[config.mk]
export PLATFORM = sky130hd
export DESIGN_NAME = sfc_core
export DESIGN_NICKNAME = d
export VERILOG_FILES = /design/src/rtl/sfc_pkg.sv /design/src/rtl/sfc_core.sv
export VERILOG_INCLUDE_DIRS = /design/src /design/src/rtl
export SDC_FILE = /design/constraint.sdc
export NUM_CORES = 1
export LEC_CHECK = 0
export BUFFER_PORTS_ARGS = -buffer_cell sky130_fd_sc_hd__buf_2
export CORE_UTILIZATION = 25
export DETAILED_ROUTE_END_ITERATION = 8
export PLACE_DENSITY_LB_ADDON = 0.12
export SYNTH_ARGS = -nofsm -noshare
export SYNTH_HDL_FRONTEND = slang
export SYNTH_SLANG_ARGS = --single-unit
export TNS_END_PERCENT = 10
[constraint.sdc]
create_clock -name i_ref_clk -period 7.95 [get_ports i_ref_clk]
set_clock_uncertainty 0.1 [all_clocks]
set_input_delay 0.3975 -clock i_ref_clk [delete_from_list [all_inputs] [get_ports i_ref_clk]]
set_output_delay 0.3975 -clock i_ref_clk [all_outputs]
set_load 0.005 [all_outputs]
[src/rtl/sfc_map.svh]
// Constants of the serial flash basic command unit
`ifndef SFC_MAP_SVH
`define SFC_MAP_SVH
`define SFC_OP_WREN 8'h06
`define SFC_OP_VWREN 8'h50
`define SFC_OP_WRDI 8'h04
`define SFC_OP_RDSR1 8'h05
`define SFC_OP_RDSR2 8'h35
`define SFC_OP_WRSR1 8'h01
`define SFC_OP_WRSR2 8'h31
`define SFC_OP_READ 8'h03
`define SFC_OP_FREAD 8'h0B
`define SFC_OP_DREAD 8'h3B
`define SFC_SR1_RESET 8'h00
`define SFC_SR2_RESET 8'h00
`define SFC_SR1_WMASK 8'hFC
`define SFC_SR2_WMASK 8'h7F
`define SFC_SR2_OTP_MASK 8'h3D
`define SFC_BIT_BUSY 0
`define SFC_BIT_WEL 1
`define SFC_ADDR_BITS 24
`define SFC_DUMMY_BITS 8
`define SFC_CLK_NS 50
`define SFC_TW_NS 10000000
`define SFC_TW_CYC ((`SFC_TW_NS + `SFC_CLK_NS - 1) / `SFC_CLK_NS)
`endif

[src/rtl/sfc_pkg.sv]
// Types of the serial flash basic command unit
package sfc_pkg;
   typedef enum logic [2:0] {
      ST_OPCODE,
      ST_ADDR,
      ST_DUMMY,
      ST_DATA,
      ST_STAT,
      ST_WDATA,
      ST_IGNORE
   } sfc_state_t;

   typedef struct packed {
      logic cs_n;
      logic sck;
      logic mosi;
   } sfc_pins_t;

   typedef struct packed {
      logic mosi_o;
      logic mosi_oe;
      logic miso_o;
      logic miso_oe;
   } sfc_out_t;
endpackage : sfc_pkg

[src/rtl/sfc_core.sv]
// Serial flash basic command unit: enables, status access and reads
`include "sfc_map.svh"
module sfc_core #(
   parameter int ADDR_W = 12,                      // Implemented array address width
   parameter int TW_CYC = `SFC_TW_CYC              // Status write time in cycles
) (
   input wire logic i_ref_clk,                     // System clock
   input wire logic i_rst_n,                       // Async reset, power-up
   input wire logic i_clk_en,                      // Freezes all state when low
   input wire logic i_cs_n,                        // Chip select pin, active low
   input wire logic i_sck,                         // Serial clock pin
   input wire logic i_line_zero,                   // Line zero input (serial_in)
   output logic o_line_zero,                       // Line zero output
   output logic o_line_zero_oe,                    // Line zero drive enable
   output logic o_line_one,                        // Line one output
   output logic o_line_one_oe,                     // Line one drive enable
   output logic o_busy,                            // Self-timed cycle running
   output logic o_write_enable_latch,              // Latch state
   output logic [7:0] o_status_reg_one,            // Status register one
   output logic [7:0] o_status_reg_two,            // Status register two
   output logic [ADDR_W-1:0] o_mem_addr,           // Array read address
   input wire logic [7:0] i_mem_data               // Array read data, same clock
);
   // ---------------------------------------------------------------
   // Pin synchronisers
   // ---------------------------------------------------------------
   logic [2:0] sync1_q, sync1_d, sync2_q, sync2_d;
   logic sck_prev_q, sck_prev_d;
   logic cs_prev_q, cs_prev_d;
   logic cs_n_s, sck_s, mosi_s, rise, fall, cs_rise;

   always_comb begin
      sync1_d = {i_cs_n, i_sck, i_line_zero};
      sync2_d = sync1_q;
      cs_n_s = sync2_q[2];
      sck_s = sync2_q[1];
      mosi_s = sync2_q[0];
      sck_prev_d = sck_s;
      cs_prev_d = cs_n_s;
      rise = !cs_n_s && sck_s && !sck_prev_q;
      fall = !cs_n_s && !sck_s && sck_prev_q;
      cs_rise = cs_n_s && !cs_prev_q;
   end

   always_ff @(posedge i_ref_clk or negedge i_rst_n) begin
      if (!i_rst_n) begin
         sync1_q <= 3'h4;
         sync2_q <= 3'h4;
         sck_prev_q <= 1'b0;
         cs_prev_q <= 1'b1;
      end else if (i_clk_en) begin
         sync1_q <= sync1_d;
         sync2_q <= sync2_d;
         sck_prev_q <= sck_prev_d;
         cs_prev_q <= cs_prev_d;
      end
   end

   // ---------------------------------------------------------------
   // Frame engine
   // ---------------------------------------------------------------
   function automatic logic is_read(input logic [7:0] op);
      is_read = (op == `SFC_OP_READ) || (op == `SFC_OP_FREAD) || (op == `SFC_OP_DREAD);
   endfunction : is_read

   sfc_pkg::sfc_state_t st_q, st_d;
   logic [7:0] op_q, op_d, sh_q, sh_d, out_q, out_d, wd1_q, wd1_d;
   logic [4:0] cnt_q, cnt_d;
   logic [23:0] addr_q, addr_d;
   logic wel_q, wel_d, vol_q, vol_d, dual_q, dual_d;
   logic [7:0] sr1_q, sr1_d, sr2_q, sr2_d, nv1_q, nv1_d, nv2_q, nv2_d;
   logic [7:0] p1_q, p1_d, p2_q, p2_d;
   logic busy_q, busy_d;
   logic [31:0] tmr_q, tmr_d;
   logic [1:0] wcnt_q, wcnt_d;
   logic o0_q, o0_d, o0e_q, o0e_d, o1_q, o1_d, o1e_q, o1e_d;
   logic [7:0] b8;
   logic [7:0] st1_view;

   always_comb begin
      st_d = st_q;
      op_d = op_q;
      sh_d = sh_q;
      out_d = out_q;
      wd1_d = wd1_q;
      cnt_d = cnt_q;
      addr_d = addr_q;
      wel_d = wel_q;
      vol_d = vol_q;
      dual_d = dual_q;
      sr1_d = sr1_q;
      sr2_d = sr2_q;
      nv1_d = nv1_q;
      nv2_d = nv2_q;
      p1_d = p1_q;
      p2_d = p2_q;
      busy_d = busy_q;
      tmr_d = tmr_q;
      wcnt_d = wcnt_q;
      o0_d = o0_q;
      o0e_d = o0e_q;
      o1_d = o1_q;
      o1e_d = o1e_q;
      b8 = {sh_q[6:0], mosi_s};
      st1_view = {sr1_q[7:2], wel_q, busy_q};
      // Self-timed status write; latch clears when it ends
      if (busy_q) begin
         if (tmr_q <= 32'h0000_0001) begin
            busy_d = 1'b0;
            wel_d = 1'b0;
            nv1_d = p1_q;
            nv2_d = p2_q;
         end else begin
            tmr_d = tmr_q - 32'h0000_0001;
         end
      end
      if (rise) begin
         sh_d = b8;
         cnt_d = cnt_q + 5'h01;
         unique case (st_q)
            sfc_pkg::ST_OPCODE: begin
               if (cnt_q == 5'h07) begin
                  op_d = b8;
                  cnt_d = 5'h00;
                  st_d = sfc_pkg::ST_IGNORE;
                  dual_d = (b8 == `SFC_OP_DREAD);
                  if (b8 == `SFC_OP_RDSR1 || b8 == `SFC_OP_RDSR2) begin
                     st_d = sfc_pkg::ST_STAT;
                     out_d = (b8 == `SFC_OP_RDSR1) ? st1_view : sr2_q;
                  end else if (is_read(b8) && !busy_q) begin
                     st_d = sfc_pkg::ST_ADDR;
                  end else if ((b8 == `SFC_OP_WRSR1 || b8 == `SFC_OP_WRSR2) && !busy_q
                               && (wel_q || vol_q)) begin
                     st_d = sfc_pkg::ST_WDATA;
                     wcnt_d = 2'h0;
                  end
               end
            end
            sfc_pkg::ST_ADDR: begin
               addr_d = {addr_q[22:0], mosi_s};
               if (cnt_q == 5'(`SFC_ADDR_BITS - 1)) begin
                  cnt_d = 5'h00;
                  st_d = (op_q == `SFC_OP_READ) ? sfc_pkg::ST_DATA
                                                : sfc_pkg::ST_DUMMY;
               end
            end
            sfc_pkg::ST_DUMMY: begin
               if (cnt_q == 5'(`SFC_DUMMY_BITS - 1)) begin
                  cnt_d = 5'h00;
                  st_d = sfc_pkg::ST_DATA;
               end
            end
            sfc_pkg::ST_WDATA: begin
               if (cnt_q == 5'h07) begin
                  cnt_d = 5'h00;
                  if (wcnt_q == 2'h0) begin
                     wd1_d = b8;
                  end
                  wcnt_d = (wcnt_q == 2'h2) ? 2'h3 : wcnt_q + 2'h1;
               end
            end
            sfc_pkg::ST_DATA, sfc_pkg::ST_STAT, sfc_pkg::ST_IGNORE: begin
               cnt_d = (st_q == sfc_pkg::ST_IGNORE) ? 5'h01 : cnt_q;
            end
         endcase
      end
      if (fall) begin
         unique case (st_q)
            sfc_pkg::ST_STAT: begin
               o1e_d = 1'b1;
               o1_d = out_q[7];
               out_d = {out_q[6:0], out_q[7]};
               cnt_d = cnt_q + 5'h01;
               if (cnt_q == 5'h07) begin
                  cnt_d = 5'h00;
                  out_d = (op_q == `SFC_OP_RDSR1) ? st1_view : sr2_q;
               end
            end
            sfc_pkg::ST_DATA: begin
               if (cnt_q == 5'h00) begin
                  out_d = i_mem_data;
                  addr_d = addr_q + 24'h00_0001;
               end
               if (dual_q) begin
                  o0e_d = 1'b1;
                  o1e_d = 1'b1;
                  o1_d = (cnt_q == 5'h00) ? i_mem_data[7] : out_q[7];
                  o0_d = (cnt_q == 5'h00) ? i_mem_data[6] : out_q[6];
                  out_d = (cnt_q == 5'h00) ? {i_mem_data[5:0], 2'b00}
                                            : {out_q[5:0], 2'b00};
                  cnt_d = (cnt_q == 5'h03) ? 5'h00 : cnt_q + 5'h01;
               end else begin
                  o1e_d = 1'b1;
                  o1_d = (cnt_q == 5'h00) ? i_mem_data[7] : out_q[7];
                  out_d = (cnt_q == 5'h00) ? {i_mem_data[6:0], 1'b0}
                                            : {out_q[6:0], 1'b0};
                  cnt_d = (cnt_q == 5'h07) ? 5'h00 : cnt_q + 5'h01;
               end
            end
            default: begin
               o1e_d = o1e_q;
            end
         endcase
      end
      if (cs_rise) begin
         o0e_d = 1'b0;
         o1e_d = 1'b0;
         if (st_q == sfc_pkg::ST_IGNORE && cnt_q == 5'h00) begin
            // Exactly eight bits: any rise past the opcode has set the count
            unique case (op_q)
               `SFC_OP_WREN: wel_d = 1'b1;
               `SFC_OP_VWREN: vol_d = 1'b1;
               `SFC_OP_WRDI: begin
                  wel_d = 1'b0;
                  vol_d = 1'b0;
               end
               default: wel_d = wel_d;
            endcase
         end else if (st_q == sfc_pkg::ST_WDATA && cnt_q == 5'h00 &&
                      (wcnt_q == 2'h1 || (wcnt_q == 2'h2 && op_q == `SFC_OP_WRSR1))) begin
            // byte two only for the two-byte form
            p1_d = sr1_q;
            p2_d = sr2_q;
            if (op_q == `SFC_OP_WRSR1) begin
               p1_d = {(wd1_q[7:2] & 6'h3F), 2'b00};
               if (wcnt_q == 2'h2) begin
                  p2_d = (sh_q & `SFC_SR2_WMASK) | (sr2_q & `SFC_SR2_OTP_MASK);
               end
            end else begin
               p2_d = (wd1_q & `SFC_SR2_WMASK) | (sr2_q & `SFC_SR2_OTP_MASK);
            end
            sr1_d = p1_d;
            sr2_d = p2_d;
            if (vol_q && !wel_q) begin
               vol_d = 1'b0;
            end else begin
               busy_d = 1'b1;
               tmr_d = 32'(TW_CYC);
               vol_d = 1'b0;
            end
         end
         st_d = sfc_pkg::ST_OPCODE;
         cnt_d = 5'h00;
      end
   end

   always_ff @(posedge i_ref_clk or negedge i_rst_n) begin
      if (!i_rst_n) begin
         st_q <= sfc_pkg::ST_OPCODE;
         op_q <= 8'h00;
         sh_q <= 8'h00;
         out_q <= 8'h00;
         wd1_q <= 8'h00;
         cnt_q <= 5'h00;
         addr_q <= 24'h00_0000;
         wel_q <= 1'b0;
         vol_q <= 1'b0;
         dual_q <= 1'b0;
         sr1_q <= `SFC_SR1_RESET;
         sr2_q <= `SFC_SR2_RESET;
         nv1_q <= `SFC_SR1_RESET;
         nv2_q <= `SFC_SR2_RESET;
         p1_q <= `SFC_SR1_RESET;
         p2_q <= `SFC_SR2_RESET;
         busy_q <= 1'b0;
         tmr_q <= 32'h0000_0000;
         wcnt_q <= 2'h0;
         o0_q <= 1'b0;
         o0e_q <= 1'b0;
         o1_q <= 1'b0;
         o1e_q <= 1'b0;
      end else if (i_clk_en) begin
         st_q <= st_d;
         op_q <= op_d;
         sh_q <= sh_d;
         out_q <= out_d;
         wd1_q <= wd1_d;
         cnt_q <= cnt_d;
         addr_q <= addr_d;
         wel_q <= wel_d;
         vol_q <= vol_d;
         dual_q <= dual_d;
         sr1_q <= sr1_d;
         sr2_q <= sr2_d;
         nv1_q <= nv1_d;
         nv2_q <= nv2_d;
         p1_q <= p1_d;
         p2_q <= p2_d;
         busy_q <= busy_d;
         tmr_q <= tmr_d;
         wcnt_q <= wcnt_d;
         o0_q <= o0_d;
         o0e_q <= o0e_d;
         o1_q <= o1_d;
         o1e_q <= o1e_d;
      end
   end

   // ---------------------------------------------------------------
   // Outputs
   // ---------------------------------------------------------------
   always_comb begin
      o_line_zero = o0_q;
      o_line_zero_oe = o0e_q;
      o_line_one = o1_q;
      o_line_one_oe = o1e_q;
      o_busy = busy_q;
      o_write_enable_latch = wel_q;
      o_status_reg_one = {sr1_q[7:2], wel_q, busy_q};
      o_status_reg_two = sr2_q;
      o_mem_addr = addr_q[ADDR_W-1:0];
   end
endmodule : sfc_core

# [Yosys cells after proc, flatten, opt, wreduce, memory -nomap -nowiden]
# Cells that the tools add are included.
[word_totals] ff_bits=127 in_bits=14 output_inout_bits=34 elab_cells=193
[op_classes] add_sub_neg=4 n_lt_le_gt_ge=1 eq_ne=34 mux=76 bitwise_logic=3 n_reduce_logical=52
[ops] operator="32-bit two-way mux" count=6
[ops] operator="24-bit two-way mux" count=5
[ops] operator="8-bit two-way mux" count=13
[ops] operator="5-bit two-way mux" count=8
[ops] operator="8-bit by 3-bit == test with 1-bit output, second input constant" count=4
[ops] operator="32-bit by 1-bit less-or-equal comparator with 1-bit output, second input constant" count=1
[ops] operator="32-bit by 1-bit subtractor with 32-bit output, second input constant" count=1
[ops] operator="24-bit by 1-bit adder with 24-bit output, second input constant" count=1
[ops] operator="8-bit by 6-bit == test with 1-bit output, second input constant" count=3
[ops] operator="1-bit two-way mux" count=22
[ops] operator="3-bit two-way mux" count=7
[ops] operator="8-bit by 1-bit == test with 1-bit output, second input constant" count=2
[ops] operator="8-bit by 2-bit == test with 1-bit output, second input constant" count=2
[ops] operator="8-bit one-hot mux with 2 select lines" count=1
[ops] operator="4-bit AND reduction" count=4
[ops] operator="2-bit nonzero test" count=8
[ops] operator="5-bit one-hot mux with 3 select lines" count=1
[ops] operator="5-bit AND reduction" count=3
[ops] operator="2-bit two-way mux" count=7
[ops] operator="7-bit by 6-bit OR with 7-bit output" count=2
[ops] operator="1-bit logical AND" count=13
[ops] operator="2-bit inequality test, second input constant" count=6
[ops] operator="5-bit one-hot mux with 2 select lines" count=1
[ops] operator="3-bit == test, second input constant" count=3
[ops] operator="29 further kinds" count=46

# [Longest topological paths before layout]
# Gate-level depths: netlist (run 1).
[logic_depth] word_depth=11 depth_mapped=9 mapped_depth_nobuf=7

# [Worst setup path after synthesis (run 1)]
# Ideal clock, no wire load.
[synth_timing] path_type="reg2reg" startpoint="register tmr_q[15]" endpoint="register tmr_q[31]" setup_ns=0.077 arrival_time_ns=2.375 required_time_ns=7.773 path_slack_ns=5.398 stages_incl_launch_ff=8 n_path_buf=2 synth_period_minus_slack_ns=2.552 path_cell_list="dfrtp_1 -> or4_1 -> or4_1 -> buf_2 -> buf_6 -> a2111o_1 -> or3_1 -> a21oi_1"
[synth_between] elab_chain_len=7 elab_cells_between_ends=8 classes_between="add/sub: 1; order compare: 1; mux: 6"
[synth_lines] element="start: declaration" line="sfc_core.sv:74" text="logic [31:0] tmr_q, tmr_d;"
[synth_lines] element="start signal: assignment" line="sfc_core.sv:290" text="tmr_q <= tmr_d;"
[synth_lines] element="32-bit by 1-bit subtractor with 32-bit output or 32-bit by 1-bit less-or-equal comparator with 1-bit output (tied branches)" line="sfc_core.sv:114, sfc_core.sv:108"
[synth_lines] element="32-bit two-way mux *" line="sfc_core.sv:108" text="if (tmr_q <= 32'h0000_0001) begin"
[synth_lines] element="32-bit two-way mux *" line="sfc_core.sv:107" text="if (busy_q) begin"
[synth_lines] element="32-bit two-way mux" line="sfc_core.sv:234" text="if (vol_q && !wel_q) begin"
[synth_lines] element="32-bit two-way mux" line="sfc_core.sv:219" text="end else if (st_q == sfc_pkg::ST_WDATA && cnt_q == 5'h00 &&"
[synth_lines] element="32-bit two-way mux" line="sfc_core.sv:208" text="if (st_q == sfc_pkg::ST_IGNORE && cnt_q == 5'h00) begin"
[synth_lines] element="32-bit two-way mux *" line="sfc_core.sv:205" text="if (cs_rise) begin"
# Mark *: on every way between the ends. The rest lies on a longest branch, timed or not.
# A chain may end at the register's enable or synchronous reset.

# [Final worst setup path (run 1)]
[layout_timing] startpoint="register tmr_q[15]" endpoint="register wel_q, in the netlist o_write_enable_latch"
[layout_between] elab_chain_len=6
[layout_lines] element="32-bit by 1-bit less-or-equal comparator with 1-bit output *" line="sfc_core.sv:108"
[layout_lines] element="1-bit two-way mux *" line="sfc_core.sv:108"
[layout_lines] element="1-bit two-way mux *" line="sfc_core.sv:107"
[layout_lines] element="1-bit one-hot mux with 2 select lines" line="sfc_core.sv:210" text="unique case (op_q)"
[layout_lines] element="1-bit two-way mux" line="sfc_core.sv:208"
[layout_lines] element="1-bit two-way mux *" line="sfc_core.sv:205"
[layout_lines] element="end signal: assignment" line="sfc_core.sv:280" text="wel_q <= wel_d;"
[layout_lines] element="end: declaration" line="sfc_core.sv:70" text="logic wel_q, wel_d, vol_q, vol_d, dual_q, dual_d;"
# Marked as above.

==> impl_metrics.ini, run 1 <==
[outcome]
outcome = completed

[critical_path]
slowest_stage = nor4_1
path_cells = or4_1 -> or4_1 -> nor4_1 -> a21oi_1 -> a211o_1
critical_path_class = reg -> reg
path_max_fanout = 15
rr_worst_depth = 5
cpPeakStageDelay_ps = 1110
cp.arrival_ps = 3610
worstSetupStartpointType = flip-flop
worst_ep_required_time_ps = 8140
crit_path_end_kind = flip-flop
crit_path_frequent_cell = or4_1

[clocking]
htree_num_levels = 4
cts-root-buf = clkbuf_16
cts_buffer_depth = 2
clock-sinks = 114
cts_buffers = 17
clk_pin_slew_ps = 60
postCtsResizedCells = 0
insertion_delay_ps = 410
cts_tree = done

[finish]
area_growth_pct = 17.26
drive_above_1_share = 0.1828
post-route-util = 0.2974
layout.nets = 753
multi_input_area_um2 = 3498
antenna_cells = 0
regArea_um2 = 2856
final.fill_count = 2753

[floorplan]
rows = 59
core_um2 = 25980
die_y_um = 164.4
io_pins = 48
initial_core_util = 0.2537
die_w_um = 164.4
die_area_um2 = 27020

[global_routing]
grt_pass1_wl_um = 31070
grt_antenna_before_repair = 0
grt_pass1_vias = 5640
grt_overflow = 0
grt_max_degree = 75
grtUsageTotal = 0.1483

[synthesis]
yosys.cell_count.top_type = dfrtp_1
ys_ff_latch = 114
synthesis.nets = 724
avgSynthCellArea_um2 = 9.389
async_flop_share = 1.000
synth_top_area_cell = dfrtp_1
syn_area_um2 = 6591
ys_types = 67
synth_common_cells = dfrtp_1, nand2_1, a21oi_1
synth-edff-count = 0
synthFlopType = dfrtp_1
yosys-top-cells-area = dfrtp_1, mux2_2, mux2i_1
ys.warnings.count = 0
netlist_instances = 702
synth_top_cell_area_share = 0.4214
ys_seq_area_frac = 0.4334

[drt]
viasPerCell = 5.218
drt_iter0_drc = 375
drtAntennaViolNets = 0
dr.pass1.iters = 5
wl_um = 18950
wire_per_inst_um = 17.57
vias = 5630
drc_errors = 0

[worst_hold_path]
min_path_cells = 2
hp-class = in -> reg

[timing]
slew_headroom = 0.1384
tightest_slew_ps = 1281
min_period_over_period = 0.4295
rsz0062_at_grt = false
setup-violations-final = 0
final_hold_viol_count = 0
maxSlewViolCount = 0
tns_ps = 0
fmax_mhz = 292.9
fin_crit_ps = 3415

[pwr]
ir_drop_mv = 0.1150
leakagePower_nw = 3.468
powerDensity_nw_per_um2 = 208.9

[placement]
portBuffers = 46
post-dp-hpwl_um = 13390
routabilityCongestion = 0.7719

[flow_run]
drv_cap = 0
==> placed cells by master (no fill, tap or decap), types with 18 or more instances in the layout <==
cell,count
a21oi_1,49
buf_2,45
dfrtp_1,111
mux2_2,34
mux2i_1,25
nand2_1,63
nand3_1,30
nor2_1,38
nor3_1,18
o21ai_0,46
==> repair_timing <==
item,4_1_cts,5_1_grt
hold endpoints to repair,37,0
hold buffers,1,0
setup buffers,0,0
==> report_power, final <==
group / leakage [nW] / total (W) / internal (W) / switching [W]
Combinational: 1.64 / 0.000183 / 0.0000744 / 0.000109
Sequential: 1.54 / 0.000660 / 0.000607 / 0.0000532
Clock: 0.285 / 0.000770 / 0.000447 / 0.000324
==> through the flow <==
| step | std cells | setup slack [ps] | total power (W) | hold slack, ps | area [um^2] |
|---|---|---|---|---|---|
| global route | 1079 | 4330 | 0.001692 | 107.3 | 7729 |
| detailed placement | 1046 | 4580 | 0.0008563 | 343.7 | 7131 |
| global placement | 1046 | 4694 | 0.0008547 | 339.3 | 7131 |
| CTS | 1079 | 4549 | 0.001646 | 94.27 | 7729 |
| floorplan | 702 | 5398 | 0.0007838 | 1.909 | 6591 |
| finish | 1079 | 4535 | 0.001614 | 113.7 | 7729 |
==> routing by layer <==
layer	up-vias	routed length, um	track usage
li1	2714	-	-
met1	2813	9271	0.2019
met2	88	8984	0.2399
met3	15	488	0.02737
met4	0	208	0.04003
met5	-	0	0
==> cells by family (layout without fill, tap and decap cells) <==
kind of cell	Yosys count	count (layout)	share of synthesized area
and+or+nand+nor	261	261	0.2151
muxes	60	60	0.09947
other	1	1	0.0005689
xor gates and xnor gates	12	12	0.01595
AOI/OAI and AO/OA	184	184	0.1819
DFF	114	114	0.4334
adders and majority gates	8	8	0.01519
buffers and inverters	62	104	0.03853
==> path summary, 6_finish.rpt <==
path	slack (ps)	end	start
max	4540	o_write_enable_latch	tmr_q[15]
min	110	sync1_q[0]	i_line_zero
max reg2reg	4540	o_write_enable_latch	tmr_q[15]
min reg2reg	370	o_line_one_oe	o_line_one_oe
max in group asynchronous	5910	st_q[0]	i_rst_n
min in group asynchronous	430	tmr_q[14]	i_rst_n
==> area by class of cell <==
| class | instances | area share |
|---|---|---|
| repair buffers | 55 | 0.03918 |
| clock inverters | 15 | 0.02105 |
| inverters | 17 | 0.008256 |
| multi-input cells | 526 | 0.4526 |
| clock buffers | 17 | 0.05504 |
| well taps | 335 | 0.05423 |
| flip-flops and latches | 114 | 0.3696 |
==> worst max-delay path, delay by kind of cell, from the launching register on <==
family	cells	cell delay (ps)
and+or+nand+nor	3	2320
AOI/OAI and AO/OA	2	460
DFF	1	410
==> registers in the layout (all words and copies together), names as in the netlist, 2 cells and up <==
register	flops
tmr_q	32
addr_q	12
op_q	8
out_q	8
wd1_q	8
o_status_reg_two	7
sh_q	7
sr1_q	6
cnt_q	5
st_q	3
sync1_q	3
sync2_q	3
wcnt_q	2
Power figures use the tool's default switching activity.
==> inputs of run 2 (changes only) <==
--- a/config.mk
+++ b/config.mk
@@ -6,6 +6,7 @@
 export SDC_FILE = /design/constraint.sdc
 export NUM_CORES = 1
 export LEC_CHECK = 0
+export ABC_AREA = 1
 export BUFFER_PORTS_ARGS = -buffer_cell sky130_fd_sc_hd__buf_2
 export CORE_UTILIZATION = 25
 export DETAILED_ROUTE_END_ITERATION = 8
==> constraint.sdc (replaced) <==
create_clock -name i_ref_clk -period 3 [get_ports i_ref_clk]
set_clock_uncertainty 0.1 [all_clocks]
set_input_delay 0.15 -clock i_ref_clk [delete_from_list [all_inputs] [get_ports i_ref_clk]]
set_output_delay 0.15 -clock i_ref_clk [all_outputs]
set_load 0.005 [all_outputs]
==> run 2 against run 1 <==
Sequential share of layout area fell by 3.1 points. Register-to-register slack got worse by 3900 ps. Clock power grew to 2.9 times the previous value. Via count increased by 17%. Synthesized cell count up 43%. Wire length up 15%. Critical path type unchanged. Highest routed layer unchanged.
==> impl_metrics.ini, run 2 <==
[outcome]
outcome = completed

[drt]
viasPerCell = 4.518
wl_um = 21810
drt_iter0_drc = 401
drc_errors = 0
wire_per_inst_um = 14.97
vias = 6582
drtAntennaViolNets = 0
dr.pass1.iters = 5

[finish]
area_growth_pct = 20.07
drive_above_1_share = 0.1223
regMostFlops = tmr_q
layout_commonest_cell = nand2_1
layout.nets = 1089
top_regs = tmr_q: 32 flops, addr_q: 12 flops
largest_reg_flops = 32
post-route-util = 0.3045
mostFrequentLayoutCells = nand2_1, inv_1, nor2_1
antenna_cells = 0

[timing]
layout_setup_ws_ps = 611.9
rsz0062_at_grt = false
final_hold_viol_count = 0
hold-worst-slack_ps = 22.38
tightest_slew_ps = 1107
min_period_over_period = 0.7960
maxSlewViolCount = 0
setup-violations-final = 0
tns_ps = 0
fmax_mhz = 418.7
fin_crit_ps = 2388
slew_headroom = 0.2573

[worst_hold_path]
worst_hold_path.endpoint = o_line_zero
hp-class = in -> reg
min_path_cells = 3
hp-start = i_mem_data[6]

[pwr]
p_sw_frac = 0.3279
leakagePower_nw = 4.003
p_switching_w = 0.001744
powerDensity_nw_per_um2 = 630.3
combPwrFrac = 0.211
ir_drop_mv = 0.3203
p_seq_frac = 0.365
pwr-share-clk = 0.425
p_int_w = 0.003574

[clocking]
ctsHoldBuffers = 6
postCtsResizedCells = 0
cts_tree = done
clk_pin_slew_ps = 60
insertion_delay_ps = 430
cts_buffers = 17
clock-sinks = 114
cts_buffer_depth = 2
post_cts_buffers = 0
htree_num_levels = 4
cts-root-buf = clkbuf_16

[global_routing]
grt_max_degree = 49
grt_antenna_before_repair = 0
grt_pass1_vias = 6506
grt_overflow = 0
grtUsageTotal = 0.1604
grt_pass1_wl_um = 35690

[synthesis]
synth-edff-count = 0
synthFlopType = dfrtp_1
ys_seq_area_frac = 0.4065
yosys.cell_count.top_type = nand2_1
ys_ff_latch = 114
synth_common_cells = nand2_1, inv_1, nor2_1
ys.warnings.count = 0
yosys-top-cells-area = dfrtp_1, nand2_1, inv_1
syn_area_um2 = 7027
synthesis.nets = 1028
async_flop_share = 1.000
ys_types = 45
avgSynthCellArea_um2 = 6.985
synth_top_area_cell = dfrtp_1
synth_top_cell_area_share = 0.3953
netlist_instances = 1006

[placement]
pre_cts_slack_ps = 574.0
routabilityCongestion = 0.8010
post-dp-hpwl_um = 15900
portBuffers = 46

[critical_path]
cpPeakStageDelay_ps = 400
path_cells = nor2_1 -> nand3_2 -> nor2_2 -> nand2_2 -> o21bai_4 -> nand2_2 -> nor2_4 -> o21ai_1 -> o21ai_0 -> nor2_1
reg2reg_setup_slack_ps = 610
timing.rr.start = op_q[4]
cp.arrival_ps = 2600
worstSetupStartpointType = flip-flop
worst_ep_required_time_ps = 3210
rr_worst_depth = 10
critical_path_class = reg -> reg
rr_endpoint = tmr_q[20]
path_max_fanout = 16
crit_path_end_kind = flip-flop
slowest_stage = o21ai_1

[floorplan]
io_pins = 48
die_w_um = 169.7
die_area_um2 = 28780
rows = 61
die_y_um = 169.7
core_um2 = 27710
initial_core_util = 0.2536

[flow_run]
drv_cap = 0
run 2: cell types whose count changed after synthesis, sizes merged, moves of 24 or more:
cell,change
inv,+126
nor2,+93
nand3,+48
a21oi,-24
nand2,+197
mux2,-34
mux2i,-25
clkbuf,-25
o21ai,+70
run 2: final cells by class:
| type | count | area (um^2) |
|---|---|---|
| Multi-Input combinational cell | 722 | 3498 |
| Fill cell | 3044 | 19270 |
| Clock buffer | 20 | 466.7 |
| Timing Repair Buffer | 68 | 425.4 |
| Clock inverter | 11 | 176.4 |
| Sequential cell | 114 | 2856 |
| Tap cell | 378 | 473.0 |
| Inverter | 144 | 540.5 |
run 2: worst max-delay path: cells and delay by family, from the launching register on:
family / cells / cell delay (ps)
and+or+nand+nor: 7 / 950
AOI/OAI and AO/OA: 3 / 820
DFF: 1 / 390
run 2: logic make-up (layout without fill, tap and decap cells):
| kind of cell | count (synthesis) | after routing | share of synthesized area |
|---|---|---|---|
| compound gates | 173 | 173 | 0.1400 |
| xor+xnor | 13 | 13 | 0.01620 |
| fa+ha+maj | 8 | 8 | 0.01425 |
| buf+inv | 170 | 243 | 0.09562 |
| flops | 114 | 114 | 0.4065 |
| other cells | 1 | 1 | 0.0005337 |
| simple gates | 527 | 527 | 0.3269 |
run 2: how the worst max path moves through the flow:
| stage | from | to | slack [ps] | cells past startpoint |
|---|---|---|---|---|
| 6_report | op_q[4] | tmr_q[20] | 610 | 10 |
| 3_3_place_gp | op_q[4] | tmr_q[26] | 600 | 10 |
| 2_1_floorplan | tmr_q[0] | tmr_q[10] | 1080 | 11 |
| 4_1_cts | op_q[4] | tmr_q[26] | 550 | 10 |
| 5_1_grt | op_q[4] | tmr_q[20] | 310 | 10 |
| 3_5_place_dp | op_q[4] | tmr_q[26] | 570 | 10 |
run 2: power groups by stage:
stage          logic [W]  registers, W  clock network, W
2_1_floorplan   0.000766       0.00192                 0
3_3_place_gp     0.00112       0.00197                 0
3_5_place_dp     0.00112       0.00197                 0
4_1_cts          0.00113       0.00194           0.00232
5_1_grt          0.00130       0.00198           0.00239
6_report         0.00112       0.00194           0.00226
run 2: per-stage QoR:
| step | std cells | power, W | area, um^2 |
|---|---|---|---|
| after CTS | 1457 | 0.005391 | 8437 |
| final | 1457 | 0.005318 | 8437 |
| after global placement | 1420 | 0.003092 | 7734 |
| after global routing | 1457 | 0.005667 | 8437 |
| after detailed placement | 1420 | 0.003083 | 7734 |
| after floorplan | 1006 | 0.002681 | 7027 |
run 2: metal layers:
metal / track usage / routed length, um / vias to the layer above
met1: 0.2120 / 10590 / 3086
li1: - / - / 3382
met5: 0 / 0 / -
met2: 0.2619 / 10370 / 102
met4: 0.05210 / 225 / 0
met3: 0.03032 / 618 / 12
==> inputs of run 3 (changes only) <==
==> constraint.sdc (replaced) <==
create_clock -name i_ref_clk -period 2.5 [get_ports i_ref_clk]
set_clock_uncertainty 0.1 [all_clocks]
set_input_delay 0.125 -clock i_ref_clk [delete_from_list [all_inputs] [get_ports i_ref_clk]]
set_output_delay 0.125 -clock i_ref_clk [all_outputs]
set_load 0.005 [all_outputs]
==> run 3 against run 2 <==
Non-clock buffer count increased by 18. First-iteration DRC count shrank 5.7%. Core utilization up 0.37 points. Combinational power is 20% higher. Register-to-register slack got worse by 310 ps. Critical path depth rose by 2. Setup slack got worse by 310 ps. Power grew 17%. Flip-flop and latch count unchanged. Largest power group unchanged. Critical path type unchanged. Highest routed layer unchanged. Via count rose by 0.38%. Maximum frequency is 8.5% higher.
==> impl_metrics.ini, run 3 (synthesis gave the netlist of run 2 again) <==
[clocking]
clock-sinks = 114
cts-root-buf = clkbuf_16
insertion_delay_ps = 440
htree_num_levels = 4
clk_pin_slew_ps = 60
post_cts_buffers = 0
cts_tree = done
cts_buffers = 17
cts_buffer_depth = 2

[critical_path]
worst_ep_required_time_ps = 2720
worstSetupStartpointType = flip-flop
reg2reg_setup_slack_ps = 300
critical_path_class = reg -> reg
path_cells = inv_1 -> ha_1 -> nor2_1 -> nor2_1 -> nand2_1 -> nor2_1 -> nand2_1 -> nand3_2 -> nor2_1 -> nand2_1 -> o21ai_0 -> nor2_1
cp.arrival_ps = 2420
crit_path_end_kind = flip-flop
cp_num_buf_inv = 1
cpLargestDelayFamily = simple AND/OR/NAND/NOR gates
path_max_fanout = 10
cpPeakStageDelay_ps = 390
slowest_stage = nor2_1
crit_path_frequent_cell = nor2_1

[worst_hold_path]
hp-class = in -> reg

[global_routing]
grt_pass1_wl_um = 35650
grt_overflow = 0
grt_pass1_vias = 6625
grtUsageTotal = 0.1603
grt_max_degree = 35
grt_antenna_before_repair = 0

[finish]
layout_commonest_cell = nand2_1
largest_reg_flops = 32
mostFrequentLayoutCells = nand2_1, inv_1, nor2_1
drive_above_1_share = 0.1375
regMostFlops = tmr_q
area_growth_pct = 21.53
regArea_um2 = 2856
multi_input_area_um2 = 3498
layout.nets = 1107
final.fill_count = 3052
antenna_cells = 0
top_regs = tmr_q: 32 flops, addr_q: 12 flops

[floorplan]
die_area_um2 = 28780
rows = 61
die_y_um = 169.7
initial_core_util = 0.2536
core_um2 = 27710
io_pins = 48
die_w_um = 169.7

[placement]
post-dp-hpwl_um = 16440
portBuffers = 46
routabilityCongestion = 0.8492

[timing]
fmax_mhz = 454.5
tightest_slew_ps = 567.8
min_period_over_period = 0.8801
rsz0062_at_grt = false
fin_crit_ps = 2200
tns_ps = 0
slew_headroom = 0.6211
hold-worst-slack_ps = 23.01
final_hold_viol_count = 0
maxSlewViolCount = 0
setup-violations-final = 0

[pwr]
ir_drop_mv = 0.4112
pwr-share-clk = 0.405
powerDensity_nw_per_um2 = 726.5
p_seq_frac = 0.378
fin_total_pwr_w = 0.006204
p_sw_frac = 0.3470
combPwrFrac = 0.216
leakagePower_nw = 4.071
p_int_w = 0.004052
p_switching_w = 0.002153

[drt]
vias = 6607
drtAntennaViolNets = 0
wl_um = 21670
wire_per_inst_um = 14.68
drt_iter0_drc = 378
drc_errors = 0
dr.pass1.iters = 5
viasPerCell = 4.476

[flow_run]
drv_cap = 0

[outcome]
outcome = completed
[run 3: worst paths after layout]
check	start	to	cells after the start
hold reg to reg	sync1_q[2]	sync1_q[2]	2
setup / recovery	tmr_q[0]	tmr_q[26]	12
min in group asynchronous	i_rst_n	o_line_zero	2
setup reg to reg	tmr_q[0]	tmr_q[26]	12
hold / removal	i_mem_data[6]	o_line_zero	3
max in group asynchronous	i_rst_n	tmr_q[1]	3
[run 3: power by group through the flow]
stage          registers [W]  logic (W)  clock network (W)
2_1_floorplan        0.00230   0.000920                  0
3_3_place_gp         0.00238    0.00137                  0
3_5_place_dp         0.00238    0.00135                  0
4_1_cts              0.00235    0.00136            0.00258
5_1_grt              0.00239    0.00157            0.00266
6_report             0.00235    0.00134            0.00252
[run 3: routing by layer]
| metal | wire, um | part of all wire | GRT usage | up-vias |
|---|---|---|---|---|
| met1 | 10400 | 0.48 | 0.2060 | 3105 |
| met3 | 424 | 0.020 | 0.02938 | 21 |
| met2 | 10570 | 0.49 | 0.2725 | 61 |
| li1 | - | - | - | 3420 |
| met5 | 0 | 0 | 0 | - |
| met4 | 272 | 0.013 | 0.04661 | 0 |
[run 3: what timing repair did]
item / CTS / global route
gates resized for setup: 0 / 0
endpoints found under the hold margin: 84 / 0
hold buffers: 6 / 0
[run 3: area by class of cell]
class | instances | area share
clock buffer | 17 | 0.04982
clock inverter | 15 | 0.02022
inverter | 144 | 0.06330
multi-input combinational | 722 | 0.4097
sequential | 114 | 0.3345
tap | 378 | 0.05538
timing repair buffer | 86 | 0.06711
[run 3: metrics by stage]
step / worst slack, ps / utilization / cells / instance area [um^2]
6_report: 299.7 / 0.3082 / 1476 / 8539
5_1_grt: 62.37 / 0.3082 / 1476 / 8539
3_3_place_gp: 249.9 / 0.2845 / 1438 / 7881
4_1_cts: 248.7 / 0.3082 / 1476 / 8539
2_1_floorplan: 575.2 / - / 1006 / 7027
3_5_place_dp: 246.1 / 0.2845 / 1438 / 7881
[run 3: worst min-delay path, cell delays in order]
cell and delay (ps):
buf_2 90, o21ai_0 130, o21ai_0 170
